--- src/hdl/rtcrm_pkg.sv ---
package rtcrm_pkg;

   // ==========================================================================
   // Timing
   localparam int CLK_PERIOD_NS = 100;
   localparam int SYNC_TIME_NS  = 400;
   localparam int SYNC_LAT      = (SYNC_TIME_NS + CLK_PERIOD_NS - 1) / CLK_PERIOD_NS;

   // ==========================================================================
   // Register indices; the byte address is four times the index.
   localparam logic [6:0] IDX_CTRL  = 7'h00;
   localparam logic [6:0] IDX_RDREQ = 7'h02;
   localparam logic [6:0] IDX_EVCFG = 7'h04;
   localparam logic [6:0] IDX_MCLR  = 7'h06;
   localparam logic [6:0] IDX_MSET  = 7'h07;
   localparam logic [6:0] IDX_FLAGS = 7'h08;
   localparam logic [6:0] IDX_SYNC  = 7'h0a;
   localparam logic [6:0] IDX_DBG   = 7'h0b;
   localparam logic [6:0] IDX_TRIM  = 7'h0c;
   localparam logic [6:0] IDX_COUNT = 7'h10;
   localparam logic [6:0] IDX_PER   = 7'h14;
   localparam logic [6:0] IDX_CMP0  = 7'h18;
   localparam logic [6:0] IDX_CMP1  = 7'h1a;
   localparam logic [6:0] IDX_DEPTH = 7'h1c;

   // ==========================================================================
   // Fields and reset values
   localparam int CTL_SOFT_RESET   = 0;
   localparam int CTL_EN      = 1;
   localparam int CTL_MODE    = 2;
   localparam int CTL_MCLR    = 7;
   localparam int CTL_PRE     = 8;
   localparam int RDQ_CONT    = 14;
   localparam int RDQ_TRIG    = 15;
   localparam int EVC_CMP0    = 8;
   localparam int EVC_OVF     = 15;
   localparam int FLG_CMP0    = 0;
   localparam int FLG_CMP1    = 1;
   localparam int FLG_SYNC    = 6;
   localparam int FLG_OVF     = 7;
   localparam int STAT_BUSY   = 7;
   localparam logic [15:0] CTRL_RESET = 16'h0000;
   localparam logic [15:0] CTRL_PROT  = 16'h0fcc;
   localparam logic [15:0] RDREQ_MASK = 16'hc03f;
   localparam logic [15:0] EVCFG_MASK = 16'h83ff;
   localparam logic [7:0]  FLAG_MASK  = 8'hc3;
   localparam logic [7:0]  DBG_MASK   = 8'h01;
   localparam logic [7:0]  DEPTH_MASK = 8'h07;
   localparam logic [3:0]  PRE_MAX    = 4'ha;

   // Calendar limits.
   localparam logic [5:0] SEC_MAX   = 6'h3b;
   localparam logic [4:0] HOUR_MAX  = 5'h17;
   localparam logic [4:0] DAY_MAX   = 5'h1f;
   localparam logic [4:0] DAY_FIRST = 5'h01;
   localparam logic [3:0] MON_MAX   = 4'hc;
   localparam logic [3:0] MON_FIRST = 4'h1;
   localparam logic [5:0] YEAR_MAX  = 6'h3f;
   localparam logic [31:0] ALARM_MASK [0:7] = '{32'h00000000, 32'h0000003f, 32'h00000fff,
      32'h0001ffff, 32'h003fffff, 32'h03ffffff, 32'hffffffff, 32'h00000000};

   typedef enum logic [1:0] {
      MODE_COUNT32  = 2'h0,
      MODE_COUNT16  = 2'h1,
      MODE_CALENDAR = 2'h2,
      MODE_RSVD     = 2'h3
   } rtcrm_mode_t;

   typedef enum logic [2:0] {
      SK_IDLE  = 3'h0,
      SK_CTRL  = 3'h1,
      SK_COUNT = 3'h3,
      SK_READ  = 3'h2,
      SK_OTHER = 3'h6,
      SK_RESET = 3'h7
   } rtcrm_sync_kind_t;

endpackage : rtcrm_pkg

--- src/hdl/rtcrm_core.sv ---
// Register access over Wishbone was decided locally.
`timescale 1ns/1ns
`default_nettype none
module rtcrm_core (
   input  wire logic        sys_clk,
   input  wire logic        rstn,
   input  wire logic        wb_cyc_i,
   input  wire logic        wb_stb_i,
   input  wire logic        wb_we_i,
   input  wire logic [8:0]  wb_adr_i,
   input  wire logic [3:0]  wb_sel_i,
   input  wire logic [31:0] wb_dat_i,
   input  wire logic        busWriteGuard,
   output logic [31:0]      wb_dat_o,
   output logic             wb_ack_o,
   output logic             irq,
   output logic [7:0]       evPeriodic,
   output logic             evOverflow,
   output logic [1:0]       evMatch
);

   typedef struct packed {
      logic                            ack;
      logic [31:0]                     rdData;
      logic [15:0]                     ctrl;
      logic                            running;
      logic [15:0]                     rdReq;
      logic [15:0]                     evCfg;
      logic [7:0]                      mask;
      logic [7:0]                      flags;
      logic [7:0]                      dbg;
      logic [7:0]                      trim;
      logic [31:0]                     count;
      logic [31:0]                     countView;
      logic [31:0]                     pendCount;
      logic [15:0]                     top_limit_16;
      logic [31:0]                     cmp0;
      logic [15:0]                     cmp1;
      logic [7:0]                      depth;
      logic [9:0]                      preCnt;
      rtcrm_pkg::rtcrm_sync_kind_t     kind;
      logic [7:0]                      evPer;
      logic                            evOvf;
      logic [1:0]                      evCmp;
   } rtcrm_core_t;

   localparam rtcrm_core_t CORE_RESET = '0;

   logic        rstnMeta;
   logic        rstnSync;
   rtcrm_core_t s;
   rtcrm_core_t next_s;
   logic        sync_pending;
   logic        syncDone;
   logic        syncStart;
   logic        syncAcc;
   logic        take;
   logic        tick;
   logic [6:0]  idx;
   logic [31:0] bm;
   logic [31:0] wd;
   logic [7:0]  setF;
   logic [7:0]  clrF;
   logic [9:0]  divMask;
   logic [32:0] calNext;
   logic        alarmHit;
   logic        swrstWr;
   rtcrm_pkg::rtcrm_mode_t mode;

   // ==========================================================================
   // Reset release.
   always_ff @(posedge sys_clk or negedge rstn) begin
      if (!rstn) begin
         rstnMeta <= 1'b0;
         rstnSync <= 1'b0;
      end else begin
         rstnMeta <= 1'b1;
         rstnSync <= rstnMeta;
      end
   end

   // ==========================================================================
   // Calendar step; carry out of the year field marks an overflow.
   function automatic logic [32:0] calInc(input logic [31:0] t);
      logic [5:0] sec;
      logic [5:0] min;
      logic [4:0] hr;
      logic [4:0] dy;
      logic [3:0] mo;
      logic [5:0] yr;
      logic       cy;
      sec = t[5:0];
      min = t[11:6];
      hr  = t[16:12];
      dy  = t[21:17];
      mo  = t[25:22];
      yr  = t[31:26];
      cy  = 1'b1;
      if (sec == rtcrm_pkg::SEC_MAX) sec = 6'h00;
      else begin sec = sec + 6'h01; cy = 1'b0; end
      if (cy) begin
         if (min == rtcrm_pkg::SEC_MAX) min = 6'h00;
         else begin min = min + 6'h01; cy = 1'b0; end
      end
      if (cy) begin
         if (hr == rtcrm_pkg::HOUR_MAX) hr = 5'h00;
         else begin hr = hr + 5'h01; cy = 1'b0; end
      end
      if (cy) begin
         if (dy == rtcrm_pkg::DAY_MAX) dy = rtcrm_pkg::DAY_FIRST;
         else begin dy = dy + 5'h01; cy = 1'b0; end
      end
      if (cy) begin
         if (mo == rtcrm_pkg::MON_MAX) mo = rtcrm_pkg::MON_FIRST;
         else begin mo = mo + 4'h1; cy = 1'b0; end
      end
      if (cy) begin
         if (yr == rtcrm_pkg::YEAR_MAX) yr = 6'h00;
         else begin yr = yr + 6'h01; cy = 1'b0; end
      end
      calInc = {cy, yr, mo, dy, hr, min, sec};
   endfunction : calInc

   // ==========================================================================
   // Bus decode.
   assign idx  = wb_adr_i[8:2];
   assign mode = rtcrm_pkg::rtcrm_mode_t'(s.ctrl[rtcrm_pkg::CTL_MODE +: 2]);

   always_comb begin
      for (int i = 0; i < 4; i++) begin
         bm[i*8 +: 8] = {8{wb_sel_i[i]}};
      end
   end

   // Byte-lane merge against the register's current value.
   function automatic logic [31:0] merge(input logic [31:0] old, input logic [31:0] m,
                                         input logic [31:0] d);
      merge = (old & ~m) | (d & m);
   endfunction : merge

   assign wd = wb_dat_i;

   always_comb begin
      unique case (idx)
         rtcrm_pkg::IDX_CTRL, rtcrm_pkg::IDX_COUNT, rtcrm_pkg::IDX_PER,
         rtcrm_pkg::IDX_CMP0, rtcrm_pkg::IDX_CMP1, rtcrm_pkg::IDX_TRIM,
         rtcrm_pkg::IDX_DEPTH: syncAcc = wb_we_i;
         rtcrm_pkg::IDX_RDREQ: syncAcc = wb_we_i && wb_sel_i[1] && wd[rtcrm_pkg::RDQ_TRIG];
         default:              syncAcc = 1'b0;
      endcase
   end

   // A synchronized access while busy is held off without an answer.
   assign take    = wb_cyc_i && wb_stb_i && !s.ack && !(syncAcc && sync_pending);
   assign swrstWr = take && wb_we_i && idx == rtcrm_pkg::IDX_CTRL && !busWriteGuard
                    && wb_sel_i[0] && wd[rtcrm_pkg::CTL_SOFT_RESET];

   // ==========================================================================
   // Prescaler tick; reserved codes stop the counter.
   assign divMask = 10'((11'h001 << s.ctrl[rtcrm_pkg::CTL_PRE +: 4]) - 11'h001);
   assign tick = s.running && s.ctrl[rtcrm_pkg::CTL_PRE +: 4] <= rtcrm_pkg::PRE_MAX
                 && (s.preCnt & divMask) == divMask;
   assign calNext  = calInc(s.count);
   assign alarmHit = s.depth[2:0] != 3'h0
                     && ((s.count ^ s.cmp0) & rtcrm_pkg::ALARM_MASK[s.depth[2:0]]) == 32'h0;

   // ==========================================================================
   // Next state.
   always_comb begin
      next_s       = s;
      setF         = 8'h00;
      clrF         = 8'h00;
      syncStart    = 1'b0;
      next_s.ack   = take;
      next_s.evPer = 8'h00;
      next_s.evOvf = 1'b0;
      next_s.evCmp = 2'b00;
      next_s.preCnt = s.running ? s.preCnt + 10'h001 : 10'h000;
      for (int n = 0; n < 8; n++) begin
         next_s.evPer[n] = s.evCfg[n] && s.ctrl[rtcrm_pkg::CTL_PRE +: 4] != 4'h0
                           && next_s.preCnt[n+2] && !s.preCnt[n+2];
      end

      if (tick) begin
         unique case (mode)
            rtcrm_pkg::MODE_COUNT32: begin
               setF[rtcrm_pkg::FLG_CMP0] = s.count == s.cmp0;
               setF[rtcrm_pkg::FLG_OVF]  = s.count == 32'hffffffff;
               next_s.count = (s.count == s.cmp0 && s.ctrl[rtcrm_pkg::CTL_MCLR]) ? 32'h0
                              : s.count + 32'h1;
            end
            rtcrm_pkg::MODE_COUNT16: begin
               setF[rtcrm_pkg::FLG_CMP0] = s.count[15:0] == s.cmp0[15:0];
               setF[rtcrm_pkg::FLG_CMP1] = s.count[15:0] == s.cmp1;
               setF[rtcrm_pkg::FLG_OVF]  = s.count[15:0] == s.top_limit_16;
               next_s.count = {16'h0000, (s.count[15:0] == s.top_limit_16) ? 16'h0000
                               : s.count[15:0] + 16'h0001};
            end
            rtcrm_pkg::MODE_CALENDAR: begin
               setF[rtcrm_pkg::FLG_CMP0] = alarmHit;
               setF[rtcrm_pkg::FLG_OVF]  = calNext[32];
               next_s.count = (alarmHit && s.ctrl[rtcrm_pkg::CTL_MCLR]) ? 32'h0
                              : calNext[31:0];
            end
            rtcrm_pkg::MODE_RSVD: begin
               next_s.count = s.count;
            end
         endcase
         next_s.evCmp = setF[1:0] & s.evCfg[rtcrm_pkg::EVC_CMP0 +: 2];
         next_s.evOvf = setF[rtcrm_pkg::FLG_OVF] && s.evCfg[rtcrm_pkg::EVC_OVF];
      end
      if (s.rdReq[rtcrm_pkg::RDQ_CONT]) begin
         next_s.countView = s.count;
      end

      // Register writes; reads are answered from the state before this edge.
      if (take && wb_we_i) begin
         unique case (idx)
            rtcrm_pkg::IDX_CTRL: begin
               if (swrstWr) begin
                  next_s.ctrl[rtcrm_pkg::CTL_SOFT_RESET] = 1'b1;
                  next_s.kind = rtcrm_pkg::SK_RESET;
                  syncStart   = 1'b1;
               end else if (!busWriteGuard) begin
                  if (!s.ctrl[rtcrm_pkg::CTL_EN] && !s.running) begin
                     next_s.ctrl = 16'(merge({16'h0, s.ctrl},
                        {16'h0, bm[15:0] & rtcrm_pkg::CTRL_PROT}, wd));
                  end
                  if (wb_sel_i[0]) begin
                     next_s.ctrl[rtcrm_pkg::CTL_EN] = wd[rtcrm_pkg::CTL_EN];
                     next_s.kind = rtcrm_pkg::SK_CTRL;
                     syncStart   = 1'b1;
                  end
               end
            end
            rtcrm_pkg::IDX_RDREQ: begin
               next_s.rdReq = 16'(merge({16'h0, s.rdReq}, bm, wd)) & rtcrm_pkg::RDREQ_MASK;
               if (syncAcc) begin
                  next_s.kind = rtcrm_pkg::SK_READ;
                  syncStart   = 1'b1;
               end
            end
            rtcrm_pkg::IDX_EVCFG: next_s.evCfg = 16'(merge({16'h0, s.evCfg}, bm, wd))
                                                 & rtcrm_pkg::EVCFG_MASK;
            rtcrm_pkg::IDX_MCLR: if (wb_sel_i[0]) next_s.mask = s.mask & ~wd[7:0];
            rtcrm_pkg::IDX_MSET: if (wb_sel_i[0]) next_s.mask = (s.mask | wd[7:0])
                                                                & rtcrm_pkg::FLAG_MASK;
            rtcrm_pkg::IDX_FLAGS: if (wb_sel_i[0]) clrF = wd[7:0];
            rtcrm_pkg::IDX_DBG: if (wb_sel_i[0]) next_s.dbg = wd[7:0] & rtcrm_pkg::DBG_MASK;
            rtcrm_pkg::IDX_COUNT: begin
               next_s.pendCount = merge(s.count, bm, wd);
               next_s.kind = rtcrm_pkg::SK_COUNT;
               syncStart   = 1'b1;
            end
            default: begin
               if (idx == rtcrm_pkg::IDX_PER) next_s.top_limit_16 = 16'(merge({16'h0, s.top_limit_16}, bm, wd));
               if (idx == rtcrm_pkg::IDX_CMP0) next_s.cmp0 = merge(s.cmp0, bm, wd);
               if (idx == rtcrm_pkg::IDX_CMP1) next_s.cmp1 = 16'(merge({16'h0, s.cmp1}, bm, wd));
               if (idx == rtcrm_pkg::IDX_TRIM && wb_sel_i[0]) next_s.trim = wd[7:0];
               if (idx == rtcrm_pkg::IDX_DEPTH && wb_sel_i[0]) begin
                  next_s.depth = wd[7:0] & rtcrm_pkg::DEPTH_MASK;
               end
               if (syncAcc) begin
                  next_s.kind = rtcrm_pkg::SK_OTHER;
                  syncStart   = 1'b1;
               end
            end
         endcase
      end

      // Read data is registered so it lines up with the acknowledge.
      next_s.rdData = 32'h0;
      if (take && !wb_we_i) begin
         unique case (idx)
            rtcrm_pkg::IDX_CTRL:  next_s.rdData = {16'h0, s.ctrl};
            rtcrm_pkg::IDX_RDREQ: next_s.rdData = {16'h0, s.rdReq};
            rtcrm_pkg::IDX_EVCFG: next_s.rdData = {16'h0, s.evCfg};
            rtcrm_pkg::IDX_MCLR, rtcrm_pkg::IDX_MSET: next_s.rdData = {24'h0, s.mask};
            rtcrm_pkg::IDX_FLAGS: next_s.rdData = {24'h0, s.flags};
            rtcrm_pkg::IDX_SYNC:  next_s.rdData = {24'h0, sync_pending, 7'h00};
            rtcrm_pkg::IDX_DBG:   next_s.rdData = {24'h0, s.dbg};
            rtcrm_pkg::IDX_TRIM:  next_s.rdData = {24'h0, s.trim};
            rtcrm_pkg::IDX_COUNT: next_s.rdData = (mode == rtcrm_pkg::MODE_COUNT16)
                                  ? {16'h0, s.countView[15:0]} : s.countView;
            rtcrm_pkg::IDX_PER:   next_s.rdData = {16'h0, s.top_limit_16};
            rtcrm_pkg::IDX_CMP0:  next_s.rdData = (mode == rtcrm_pkg::MODE_COUNT16)
                                  ? {16'h0, s.cmp0[15:0]} : s.cmp0;
            rtcrm_pkg::IDX_CMP1:  next_s.rdData = {16'h0, s.cmp1};
            rtcrm_pkg::IDX_DEPTH: next_s.rdData = {24'h0, s.depth};
            default:              next_s.rdData = 32'h0;
         endcase
      end

      // Completion of a crossing.
      if (syncDone) begin
         unique case (s.kind)
            rtcrm_pkg::SK_CTRL:  next_s.running = s.ctrl[rtcrm_pkg::CTL_EN];
            rtcrm_pkg::SK_COUNT: next_s.count = s.pendCount;
            rtcrm_pkg::SK_READ: begin
               next_s.countView = s.count;
               next_s.rdReq[rtcrm_pkg::RDQ_TRIG] = 1'b0;
            end
            default: ;
         endcase
         setF[rtcrm_pkg::FLG_SYNC] = s.kind != rtcrm_pkg::SK_RESET;
         next_s.kind = rtcrm_pkg::SK_IDLE;
      end

      // A flag raised in the cycle of its clear stays set.
      next_s.flags = ((s.flags & ~clrF) | setF) & rtcrm_pkg::FLAG_MASK;

      if (syncDone && s.kind == rtcrm_pkg::SK_RESET) begin
         next_s      = CORE_RESET;
         next_s.dbg  = s.dbg;
         next_s.ack  = take;
      end
   end

   always_ff @(posedge sys_clk or negedge rstnSync) begin
      if (!rstnSync) begin
         s <= CORE_RESET;
      end else begin
         s <= next_s;
      end
   end

   rtcrm_sync_timer u_sync (
      .sys_clk  (sys_clk),
      .rstnSync (rstnSync),
      .start    (syncStart),
      .busy     (sync_pending),
      .done     (syncDone)
   );

   assign wb_ack_o   = s.ack;
   assign wb_dat_o   = s.rdData;
   assign irq        = |(s.flags & s.mask);
   assign evPeriodic = s.evPer;
   assign evOverflow = s.evOvf;
   assign evMatch    = s.evCmp;
endmodule : rtcrm_core
`default_nettype wire

--- src/hdl/rtcrm_sync_timer.sv ---
`timescale 1ns/1ns
`default_nettype none
module rtcrm_sync_timer (
   input  wire logic sys_clk,
   input  wire logic rstnSync,
   input  wire logic start,
   output logic      busy,
   output logic      done
);

   typedef struct packed {
      logic [3:0] left;
   } rtcrm_timer_t;

   rtcrm_timer_t s;
   rtcrm_timer_t next_s;

   // ==========================================================================
   // Latency of the crossing into the counter domain.
   always_comb begin
      next_s = s;
      if (start && s.left == 4'h0) begin
         next_s.left = 4'(rtcrm_pkg::SYNC_LAT);
      end else if (s.left != 4'h0) begin
         next_s.left = s.left - 4'h1;
      end
   end

   always_ff @(posedge sys_clk or negedge rstnSync) begin
      if (!rstnSync) begin
         s <= '0;
      end else begin
         s <= next_s;
      end
   end

   assign busy = s.left != 4'h0;
   assign done = s.left == 4'h1;
endmodule : rtcrm_sync_timer
`default_nettype wire

--- config.mk ---
export PLATFORM = sky130hd
export DESIGN_NAME = rtcrm_core
export DESIGN_NICKNAME = d
export VERILOG_FILES = /design/src/hdl/rtcrm_pkg.sv /design/src/hdl/rtcrm_core.sv /design/src/hdl/rtcrm_sync_timer.sv
export SDC_FILE = /design/constraint.sdc
export NUM_CORES = 1
export LEC_CHECK = 0
export ABC_CLOCK_PERIOD_IN_PS = 9400
export BUFFER_PORTS_ARGS = -buffer_cell sky130_fd_sc_hd__buf_2
export CAP_MARGIN = 20
export CELL_PAD_IN_SITES_DETAIL_PLACEMENT = 0
export CELL_PAD_IN_SITES_GLOBAL_PLACEMENT = 1
export CORE_ASPECT_RATIO = 0.5
export CORE_MARGIN = 2
export CORE_UTILIZATION = 30
export CTS_CLUSTER_SIZE = 10
export DETAILED_ROUTE_END_ITERATION = 12
export GPL_ROUTABILITY_DRIVEN = 0
export GPL_TIMING_DRIVEN = 0
export PLACE_DENSITY = 0.53
export SKIP_CTS_REPAIR_TIMING = 1
export SYNTH_ARGS = -nofsm -noshare
export SYNTH_HDL_FRONTEND = slang
export SYNTH_SLANG_ARGS = --single-unit
--- constraint.sdc ---
create_clock -name sys_clk -period 9.4 [get_ports sys_clk]
set_clock_uncertainty 0.15 [all_clocks]
set_input_delay 0.47 -clock sys_clk [delete_from_list [all_inputs] [get_ports sys_clk]]
set_output_delay 0.47 -clock sys_clk [all_outputs]
set_load 0.02 [all_outputs]
==> impl_metrics.env, run 1 <==
export IMPL_cap_violations=0
export IMPL_place_inst=2623
export IMPL_path_common_cell="clkbuf_1"
export IMPL_cts_tree="built"
export IMPL_via_per_inst=5.554
export IMPL_p_comb_frac=0.076
export IMPL_dp_hpwl_um=52970
export IMPL_tns_ns=0
export IMPL_endpoint_kind="flip-flop"
export IMPL_fin_hold_ws_ns=0.03743
export IMPL_row_count=60
export IMPL_syn_avg_cell_area_um2=9.265
export IMPL_critPathArrivalTime_ns=5.10
export IMPL_drive_gt1_frac=0.1415
export IMPL_reg2reg_slack_ns=4.54
export IMPL_yosysMostFrequentCell="dfrtp_1"
export IMPL_vias=14860
export IMPL_p_seq_frac=0.463
export IMPL_synthArstFlopShare=1.000
export IMPL_synth_top_area_frac=0.4184
export IMPL_grt_overflow=0
export IMPL_clkTransAtPathRegs_ns=0.06
export IMPL_slew_viol_final=0
export IMPL_p_int_mw=1.992
export IMPL_start_kind="flip-flop"
export IMPL_ys_types=95
export IMPL_power_density_nw_per_um2=141.9
export IMPL_worstPathBufferInverterCount=5
export IMPL_synth_seq_area_share=0.4184
export IMPL_io_buffers=84
export IMPL_worstMarginPinSlew_ns=1.139
export IMPL_cts_path_max_buffers=3
export IMPL_synth_seq_cells=277
export IMPL_synth_edf_count=0
export IMPL_cts_root_buf="clkbuf_16"
export IMPL_cts_buffers=34
export IMPL_path_max_fanout=10
export IMPL_htreeDepth=2
export IMPL_syn_inst=1788
export IMPL_nets=1988
export IMPL_io_pins=96
export IMPL_drt_total_wl_um=72490
export IMPL_p_switching_uw=718.8
export IMPL_crit_required_ns=9.64
export IMPL_drcViolationCount=0
export IMPL_initial_core_util=0.3061
export IMPL_slew_headroom=0.2407
export IMPL_crit_chain="inv_1 -> ha_1 -> nor3b_2 -> and3_1 -> clkbuf_1 -> and2_1 -> buf_2 -> clkbuf_1 -> clkbuf_1 -> nor2_1"
export IMPL_power_leakage_nw=8.987
export IMPL_die_w_um=336.3
export IMPL_synth_top_cell_by_area="dfrtp_1"
export IMPL_criticalPathCategory="flip-flop to flip-flop"
export IMPL_finalCritPeriodShare=0.5168
export IMPL_yosysWarnings=0
export IMPL_die_y_um=170.2
export IMPL_max_stage_delay_ns=0.86
export IMPL_power_frac_clock=0.461
export IMPL_wire_per_inst_um=27.10
export IMPL_finalSetupViolations=0
export IMPL_drt_iter0_markers=1474
export IMPL_core_area_um2=54130
export IMPL_syn_to_final_growth_pct=15.30
export IMPL_grt_max_degree=63
export IMPL_drtPass1Iterations=6
export IMPL_status="finished, final reports clean"
export IMPL_hp_class="primary input to flip-flop"
export IMPL_rsz0062_at_grt="no"
export IMPL_cp_slowest_cell="clkbuf_1"
export IMPL_p_sw_frac=0.2651
export IMPL_ant_nets=0
export IMPL_cts_sinks=277
export IMPL_antenna_found_initial=3
export IMPL_grt_usage=0.2552
export IMPL_fin_ws_ns=4.542
export IMPL_fillers=5686
export IMPL_post_place_ws_ns=4.650
export IMPL_synth_area_top_cells="dfrtp_1, mux2i_1, nor2_1"
export IMPL_synth_ff_type="dfrtp_1"
export IMPL_cp_top_family="buffers and inverters"
export IMPL_grt_pass1_vias=14830
export IMPL_fmax_mhz=205.8
export IMPL_netlist_area_um2=16570
export IMPL_instances_no_fill=2675
export IMPL_ir_drop_uv=79.38
export IMPL_finalHoldViolCount=0
export IMPL_die_area_um2=57230
export IMPL_insertion_delay_ns=0.56
export IMPL_grt_first_pass_wirelength_um=106400
export IMPL_fin_crit_ns=4.858
export IMPL_syn_nets=1856
export IMPL_yosys_top_cells_count="dfrtp_1, nor2_1, nand2_1"
routing by layer:
layer / wire length [µm] / vias up / track usage
li1: - / 6716 / -
met1: 35100 / 7448 / 0.3728
met2: 30280 / 571 / 0.3735
met3: 5080 / 122 / 0.05526
met4: 2027 / 0 / 0.07662
met5: 0 / - / 0
state kept, by name, summed over array words and instances (netlist names):
signal and flops:
mode 2, wb_ack_o 1, rstnMeta 1, evOverflow 1, rstnSync 1, evPeriodic 8
evMatch 2, u_sync.s 4, wb_dat_o 32, s 225
area by class of cell:
type	instances	area, µm²	share of cell area
multi-input combinational	1293	8553	0.4478
sequential	277	6935	0.3631
buffer	190	975.9	0.05109
clock buffer	44	949.7	0.04972
tap	744	930.9	0.04874
timing repair buffer	96	615.6	0.03223
inverter	28	105.1	0.005502
clock inverter	2	32.53	0.001703
antenna	1	2.502	0.0001310
cell families after synthesis:
| logic type | share of synthesized area |
|---|---|
| XOR/XNOR | 0.04441 |
| AND/OR/NAND/NOR | 0.1926 |
| multiplexers | 0.09237 |
| other | 0.0002264 |
| buffers and inverters | 0.06526 |
| flip-flops | 0.4184 |
| AO/OA/AOI/OAI | 0.1739 |
| adder cells (fa/ha/maj) | 0.01284 |
final timing paths:
path                         startpoint       end  cells after the start
setup / recovery            u_sync.s[1]     s[95]                     10
hold / removal             wb_dat_i[30]     s[78]                      3
setup reg to reg            u_sync.s[1]     s[95]                     10
hold reg to reg                rstnSync    s[120]                      0
max in group asynchronous      rstnSync     s[20]                      3
min in group asynchronous          rstn  rstnSync                      2
worst min-delay path, cell delays in order:
cell	delay [ns]
buf_2	0.09
mux2i_1	0.06
nor2_1	0.07
cell usage in the layout (no fill, tap or decap), drive strengths merged, types with 19 or more instances in the layout:
cell type / count
a22oi: 32
nor2: 199
nor3: 36
xor2: 39
mux2i: 136
buf: 187
clkbuf: 142
a31oi: 19
a221oi: 19
and3: 25
inv: 28
dfrtp: 277
nor4: 27
xnor2: 45
nand3: 57
nand2: 176
a21oi: 83
o21ai: 74
o2bb2ai: 24
a211oi: 29
nand4: 30
power by group through the flow:
| stage | Sequential (mW) | Combinational (mW) | Clock, mW |
|---|---|---|---|
| global placement | 1.30 | 0.175 | 0 |
| floorplan | 1.28 | 0.110 | 0 |
| finish | 1.25 | 0.207 | 1.25 |
| CTS | 1.25 | 0.206 | 1.28 |
| global route | 1.26 | 0.228 | 1.34 |
| detailed placement | 1.28 | 0.205 | 0 |
stage by stage:
stage                 util  total power, mW  instance area, µm²
global placement    0.3310            1.473               17920
CTS                 0.3521            2.741               19060
finish              0.3529            2.711               19100
global route        0.3528            2.825               19100
detailed placement  0.3339            1.481               18070
floorplan                -            1.389               16570
(Power assumes the default switching activity.)
==> inputs of run 2 (changes only) <==
--- a/config.mk
+++ b/config.mk
@@ -5,7 +5,7 @@
 export SDC_FILE = /design/constraint.sdc
 export NUM_CORES = 1
 export LEC_CHECK = 0
-export ABC_CLOCK_PERIOD_IN_PS = 9400
+export ABC_CLOCK_PERIOD_IN_PS = 4560
 export BUFFER_PORTS_ARGS = -buffer_cell sky130_fd_sc_hd__buf_2
 export CAP_MARGIN = 20
 export CELL_PAD_IN_SITES_DETAIL_PLACEMENT = 0
==> constraint.sdc (replaced) <==
create_clock -name sys_clk -period 4.56 [get_ports sys_clk]
set_clock_uncertainty 0.15 [all_clocks]
set_input_delay 0.228 -clock sys_clk [delete_from_list [all_inputs] [get_ports sys_clk]]
set_output_delay 0.228 -clock sys_clk [all_outputs]
set_load 0.02 [all_outputs]
==> run 2 against run 1 <==
Effect of this change:
- sequential power up 110%
- wire length increased by 0.34%
- the run now ends with negative hold slack, negative setup slack left
- clock-buffer cell count decreased by 2
- setup slack worse by 4.6 ns
- non-clock buffer count up 24
- combinational power increased by 110%
- cell count is 0.86% higher
- utilization up 0.41 points
==> impl_metrics.env, run 2 (synthesis gave the netlist of run 1 again) <==
export IMPL_max_stage_delay_ns=0.98
export IMPL_worstMarginPinSlew_ns=1.279
export IMPL_r2r_end="evMatch[0]"
export IMPL_grt_first_pass_wirelength_um=106200
export IMPL_drtPass1Iterations=6
export IMPL_violations="negative hold slack, negative setup slack"
export IMPL_finalHoldViolCount=3
export IMPL_reg2reg_slack_ns=-0.01
export IMPL_drcViolationCount=0
export IMPL_power_mw=5.585
export IMPL_antenna_found_initial=3
export IMPL_insertion_delay_ns=0.56
export IMPL_wire_per_inst_um=26.96
export IMPL_syn_to_final_growth_pct=16.63
export IMPL_instances_no_fill=2698
export IMPL_die_w_um=336.3
export IMPL_vias=14930
export IMPL_hp_start="wb_dat_i[1]"
export IMPL_drt_iter0_markers=1455
export IMPL_path_max_fanout=10
export IMPL_crit_chain="buf_2 -> nor4_1 -> inv_1 -> ha_1 -> nor2b_1 -> o21ai_0 -> o2111ai_2 -> or3_1 -> buf_6 -> buf_6 -> nor3_1 -> and2_1"
export IMPL_die_y_um=170.2
export IMPL_final_util=0.3570
export IMPL_slew_viol_final=0
export IMPL_design_area_um2=19320
export IMPL_io_pins=96
export IMPL_r2r_cells=12
export IMPL_endpoint_kind="flip-flop"
export IMPL_cts_tree="built"
export IMPL_most_common_layout_cells="dfrtp_1, nor2_1, nand2_1, mux2i_1, buf_2"
export IMPL_ff_latch_area_um2=6935
export IMPL_post_place_ws_ns=-0.2340
export IMPL_min_to="s[97]"
export IMPL_cts_buffers=34
export IMPL_fin_crit_ns=4.574
export IMPL_start_kind="flip-flop"
export IMPL_dp_hpwl_um=53220
export IMPL_ir_drop_uv=194.2
export IMPL_fin_ws_ns=-0.01359
export IMPL_tns_ns=-0.01359
export IMPL_cts_sinks=277
export IMPL_path_common_cell="buf_6"
export IMPL_n_antenna_cell=0
export IMPL_via_per_inst=5.533
export IMPL_fmax_mhz=218.6
export IMPL_power_leakage_nw=9.096
export IMPL_cts_path_max_buffers=3
export IMPL_grt_overflow=0
export IMPL_core_area_um2=54130
export IMPL_finalSetupViolations=1
export IMPL_hold_path_cell_count=3
export IMPL_clkTransAtPathRegs_ns=0.06
export IMPL_hp_class="primary input to flip-flop"
export IMPL_status="complete, but fails checks"
export IMPL_grt_max_degree=61
export IMPL_slew_headroom=0.1393
export IMPL_grt_pass1_vias=14650
export IMPL_power_density_nw_per_um2=289.0
export IMPL_dpl_cell_area_um2=18060
export IMPL_ant_nets=0
export IMPL_fin_hold_ws_ns=-0.01497
export IMPL_io_buffers=84
export IMPL_htreeDepth=2
export IMPL_fillers=5658
export IMPL_criticalPathCategory="flip-flop to flip-flop"
export IMPL_cp_slowest_cell="nor3_1"
export IMPL_critPathArrivalTime_ns=4.90
export IMPL_rsz0062_at_grt="yes"
export IMPL_place_inst=2623
export IMPL_largest_reg_flops=225
export IMPL_cts_root_buf="clkbuf_16"
export IMPL_multi_input_area_um2=8566
export IMPL_drive_gt1_frac=0.1407
export IMPL_drt_total_wl_um=72730
export IMPL_die_area_um2=57230
export IMPL_row_count=60
export IMPL_grt_usage=0.2551
export IMPL_finalCritPeriodShare=1.003
export IMPL_initial_core_util=0.3061
export IMPL_regMostFlops="s"
export IMPL_crit_required_ns=4.89
export IMPL_r2r_start="s[266]"
export IMPL_nets=2012
export IMPL_cap_violations=0
export IMPL_layout_commonest_cell="dfrtp_1"
==> run 2: worst max path at each step <==
stage           startpoint    endpoint  slack (ns)  depth (start not counted)
2_1_floorplan       s[268]      s[185]        1.45                         13
3_3_place_gp   u_sync.s[1]       s[79]       -0.12                         10
3_5_place_dp   u_sync.s[1]      s[239]       -0.23                         10
4_1_cts        u_sync.s[1]      s[199]       -0.25                         10
5_1_grt             s[266]      s[209]       -0.16                         13
6_report            s[266]  evMatch[0]       -0.01                         12
==> run 2: power by group <==
part / internal [mW] / leakage (nW) / switching, mW
Clock: 1.40 / 0.467 / 1.16
Sequential: 2.52 / 3.76 / 0.0665
Combinational: 0.150 / 4.87 / 0.289
Total: 4.07 / 9.10 / 1.51
==> run 2: per-layer routing <==
layer | share of wire | GRT usage | vias to the layer above
met5 | 0 | 0 | -
met4 | 0.023 | 0.06863 | 0
met3 | 0.067 | 0.04934 | 88
met2 | 0.42 | 0.3792 | 505
met1 | 0.49 | 0.3747 | 7569
li1 | - | - | 6767
==> run 2: area by class of cell <==
type                    instances  share of cell area
multi-input cells            1293              0.4433
flip-flops and latches        277              0.3590
plain buffers                 189             0.05058
well taps                     744             0.04818
clock buffers                  42             0.04721
repair buffers                121             0.04410
inverters                      28            0.005440
clock inverters                 4            0.002202
==> run 2: critical path: cells and delay by family (launching register included) <==
family                     cells  cell delay, ns
AOI/OAI and AO/OA              2            0.52
adders and majority gates      1            0.33
buffers and inverters          4            0.78
DFF                            1            0.39
and+or+nand+nor                5            2.30
==> inputs of run 3 (changes only) <==
--- a/config.mk
+++ b/config.mk
@@ -17,6 +17,7 @@
 export DETAILED_ROUTE_END_ITERATION = 12
 export GPL_ROUTABILITY_DRIVEN = 0
 export GPL_TIMING_DRIVEN = 0
+export MAX_ROUTING_LAYER = met4
 export PLACE_DENSITY = 0.53
 export SKIP_CTS_REPAIR_TIMING = 1
 export SYNTH_ARGS = -nofsm -noshare
==> run 3 against run 2 <==
Effect of this change:
- the run ends with negative hold slack left
- via count shrank 0.25%
- critical path depth is the same
- utilization is essentially flat
- cell count is essentially flat
- setup slack gained 0.024 ns
- sequential power is essentially flat
- critical endpoint unchanged
- highest routed layer unchanged
==> impl_metrics.env, run 3 (synthesis gave the netlist of run 1 again) <==
export IMPL_ant_nets=0
export IMPL_nets=2014
export IMPL_fmax_mhz=219.8
export IMPL_die_area_um2=57230
export IMPL_core_area_um2=54130
export IMPL_row_count=60
export IMPL_power_mw=5.590
export IMPL_drt_total_wl_um=72640
export IMPL_n_antenna_cell=0
export IMPL_hp_class="primary input to flip-flop"
export IMPL_endpoint_kind="flip-flop"
export IMPL_initial_core_util=0.3061
export IMPL_crit_end="evMatch[0]"
export IMPL_cap_violations=0
export IMPL_most_common_layout_cells="dfrtp_1, nor2_1, nand2_1, mux2i_1, buf_2"
export IMPL_p_sw_frac=0.2710
export IMPL_r2r_end="evMatch[0]"
export IMPL_fin_crit_ns=4.549
export IMPL_p_int_mw=4.075
export IMPL_dp_hpwl_um=53220
export IMPL_p_comb_frac=0.078
export IMPL_via_per_inst=5.516
export IMPL_finalCritPeriodShare=0.9977
export IMPL_regMostFlops="s"
export IMPL_p_seq_frac=0.463
export IMPL_instances_no_fill=2700
export IMPL_worstMarginPinSlew_ns=1.188
export IMPL_io_buffers=84
export IMPL_cts_buffers=34
export IMPL_ir_drop_uv=192.1
export IMPL_die_y_um=170.2
export IMPL_criticalPathCategory="flip-flop to flip-flop"
export IMPL_r2r_start="s[266]"
export IMPL_cts_root_buf="clkbuf_16"
export IMPL_die_w_um=336.3
export IMPL_drive_gt1_frac=0.1416
export IMPL_rsz0062_at_grt="yes"
export IMPL_fin_ws_ns=0.01051
export IMPL_grt_max_degree=61
export IMPL_start_kind="flip-flop"
export IMPL_cts_tree="built"
export IMPL_finalHoldViolCount=2
export IMPL_power_leakage_nw=9.107
export IMPL_vias=14890
export IMPL_syn_to_final_growth_pct=16.69
export IMPL_cts_path_max_buffers=3
export IMPL_grt_pass1_vias=14660
export IMPL_tns_ns=0
export IMPL_dpl_cell_area_um2=18060
export IMPL_insertion_delay_ns=0.56
export IMPL_power_frac_clock=0.459
export IMPL_post_place_ws_ns=-0.2340
export IMPL_io_pins=96
export IMPL_fin_hold_ws_ns=-0.01120
export IMPL_grt_overflow=0
export IMPL_drt_iter0_markers=1473
export IMPL_grt_first_pass_wirelength_um=106200
export IMPL_design_area_um2=19330
export IMPL_power_density_nw_per_um2=289.2
export IMPL_htreeDepth=2
export IMPL_reg2reg_slack_ns=0.01
export IMPL_layout_commonest_cell="dfrtp_1"
export IMPL_grt_usage=0.2628
export IMPL_startpoint="s[266]"
export IMPL_slew_viol_final=0
export IMPL_place_inst=2623
export IMPL_cts_sinks=277
export IMPL_status="complete, but fails checks"
export IMPL_path_max_fanout=10
export IMPL_finalSetupViolations=0
export IMPL_slew_headroom=0.2021
export IMPL_antenna_found_initial=3
export IMPL_drtPass1Iterations=6
export IMPL_largest_reg_flops=225
export IMPL_p_switching_mw=1.515
export IMPL_violations="negative hold slack"
export IMPL_wire_per_inst_um=26.90
export IMPL_clkTransAtPathRegs_ns=0.06
export IMPL_final_util=0.3571
export IMPL_drcViolationCount=0
export IMPL_crit_required_ns=4.88
export IMPL_r2r_cells=12
export IMPL_critPathArrivalTime_ns=4.87
[run 3: per-layer routing]
metal  track usage  wire, µm
met1        0.3754     35380
met2        0.3784     30680
met3       0.04957      4857
met4       0.06863      1721
met5             -         0
[run 3: critical path: stages, from the launching register on]
cell and delay (ns):
dfrtp_1 0.39, buf_2 0.19, nor4_1 0.31, inv_1 0.23, ha_1 0.33, nor2b_1 0.16, o21ai_0 0.10, o2111ai_2 0.43
or3_1 0.58, buf_6 0.19, buf_6 0.17, nor3_1 0.94, and2_1 0.27
[run 3: power groups by stage]
stage / Clock (mW) / Sequential, mW / Combinational, mW
after floorplan: 0 / 2.64 / 0.226
after global placement: 0 / 2.67 / 0.360
after detailed placement: 0 / 2.63 / 0.418
after CTS: 2.61 / 2.59 / 0.421
after global routing: 2.72 / 2.60 / 0.486
final: 2.56 / 2.59 / 0.439
[run 3: worst min-delay path by stage]
stage                      startpoint        to  slack [ns]  cells after the start
after CTS                        rstn  rstnSync       -0.71                      1
after global routing      wb_dat_i[1]     s[97]       0.007                      3
final                     wb_dat_i[1]     s[97]       -0.01                      3
after detailed placement         rstn  rstnMeta       -0.14                      1
after floorplan                  rstn  rstnMeta       -0.22                      0
after global placement           rstn  rstnMeta       -0.13                      1
[run 3: cell type report]
cell class | instances | area (µm²)
multi-input cells | 1293 | 8566
well taps | 744 | 930.9
plain buffers | 189 | 977.2
clock buffers | 42 | 912.1
clock inverters | 4 | 42.54
inverters | 28 | 105.1
flip-flops and latches | 277 | 6935
repair buffers | 123 | 862.1
fillers | 5656 | 34800
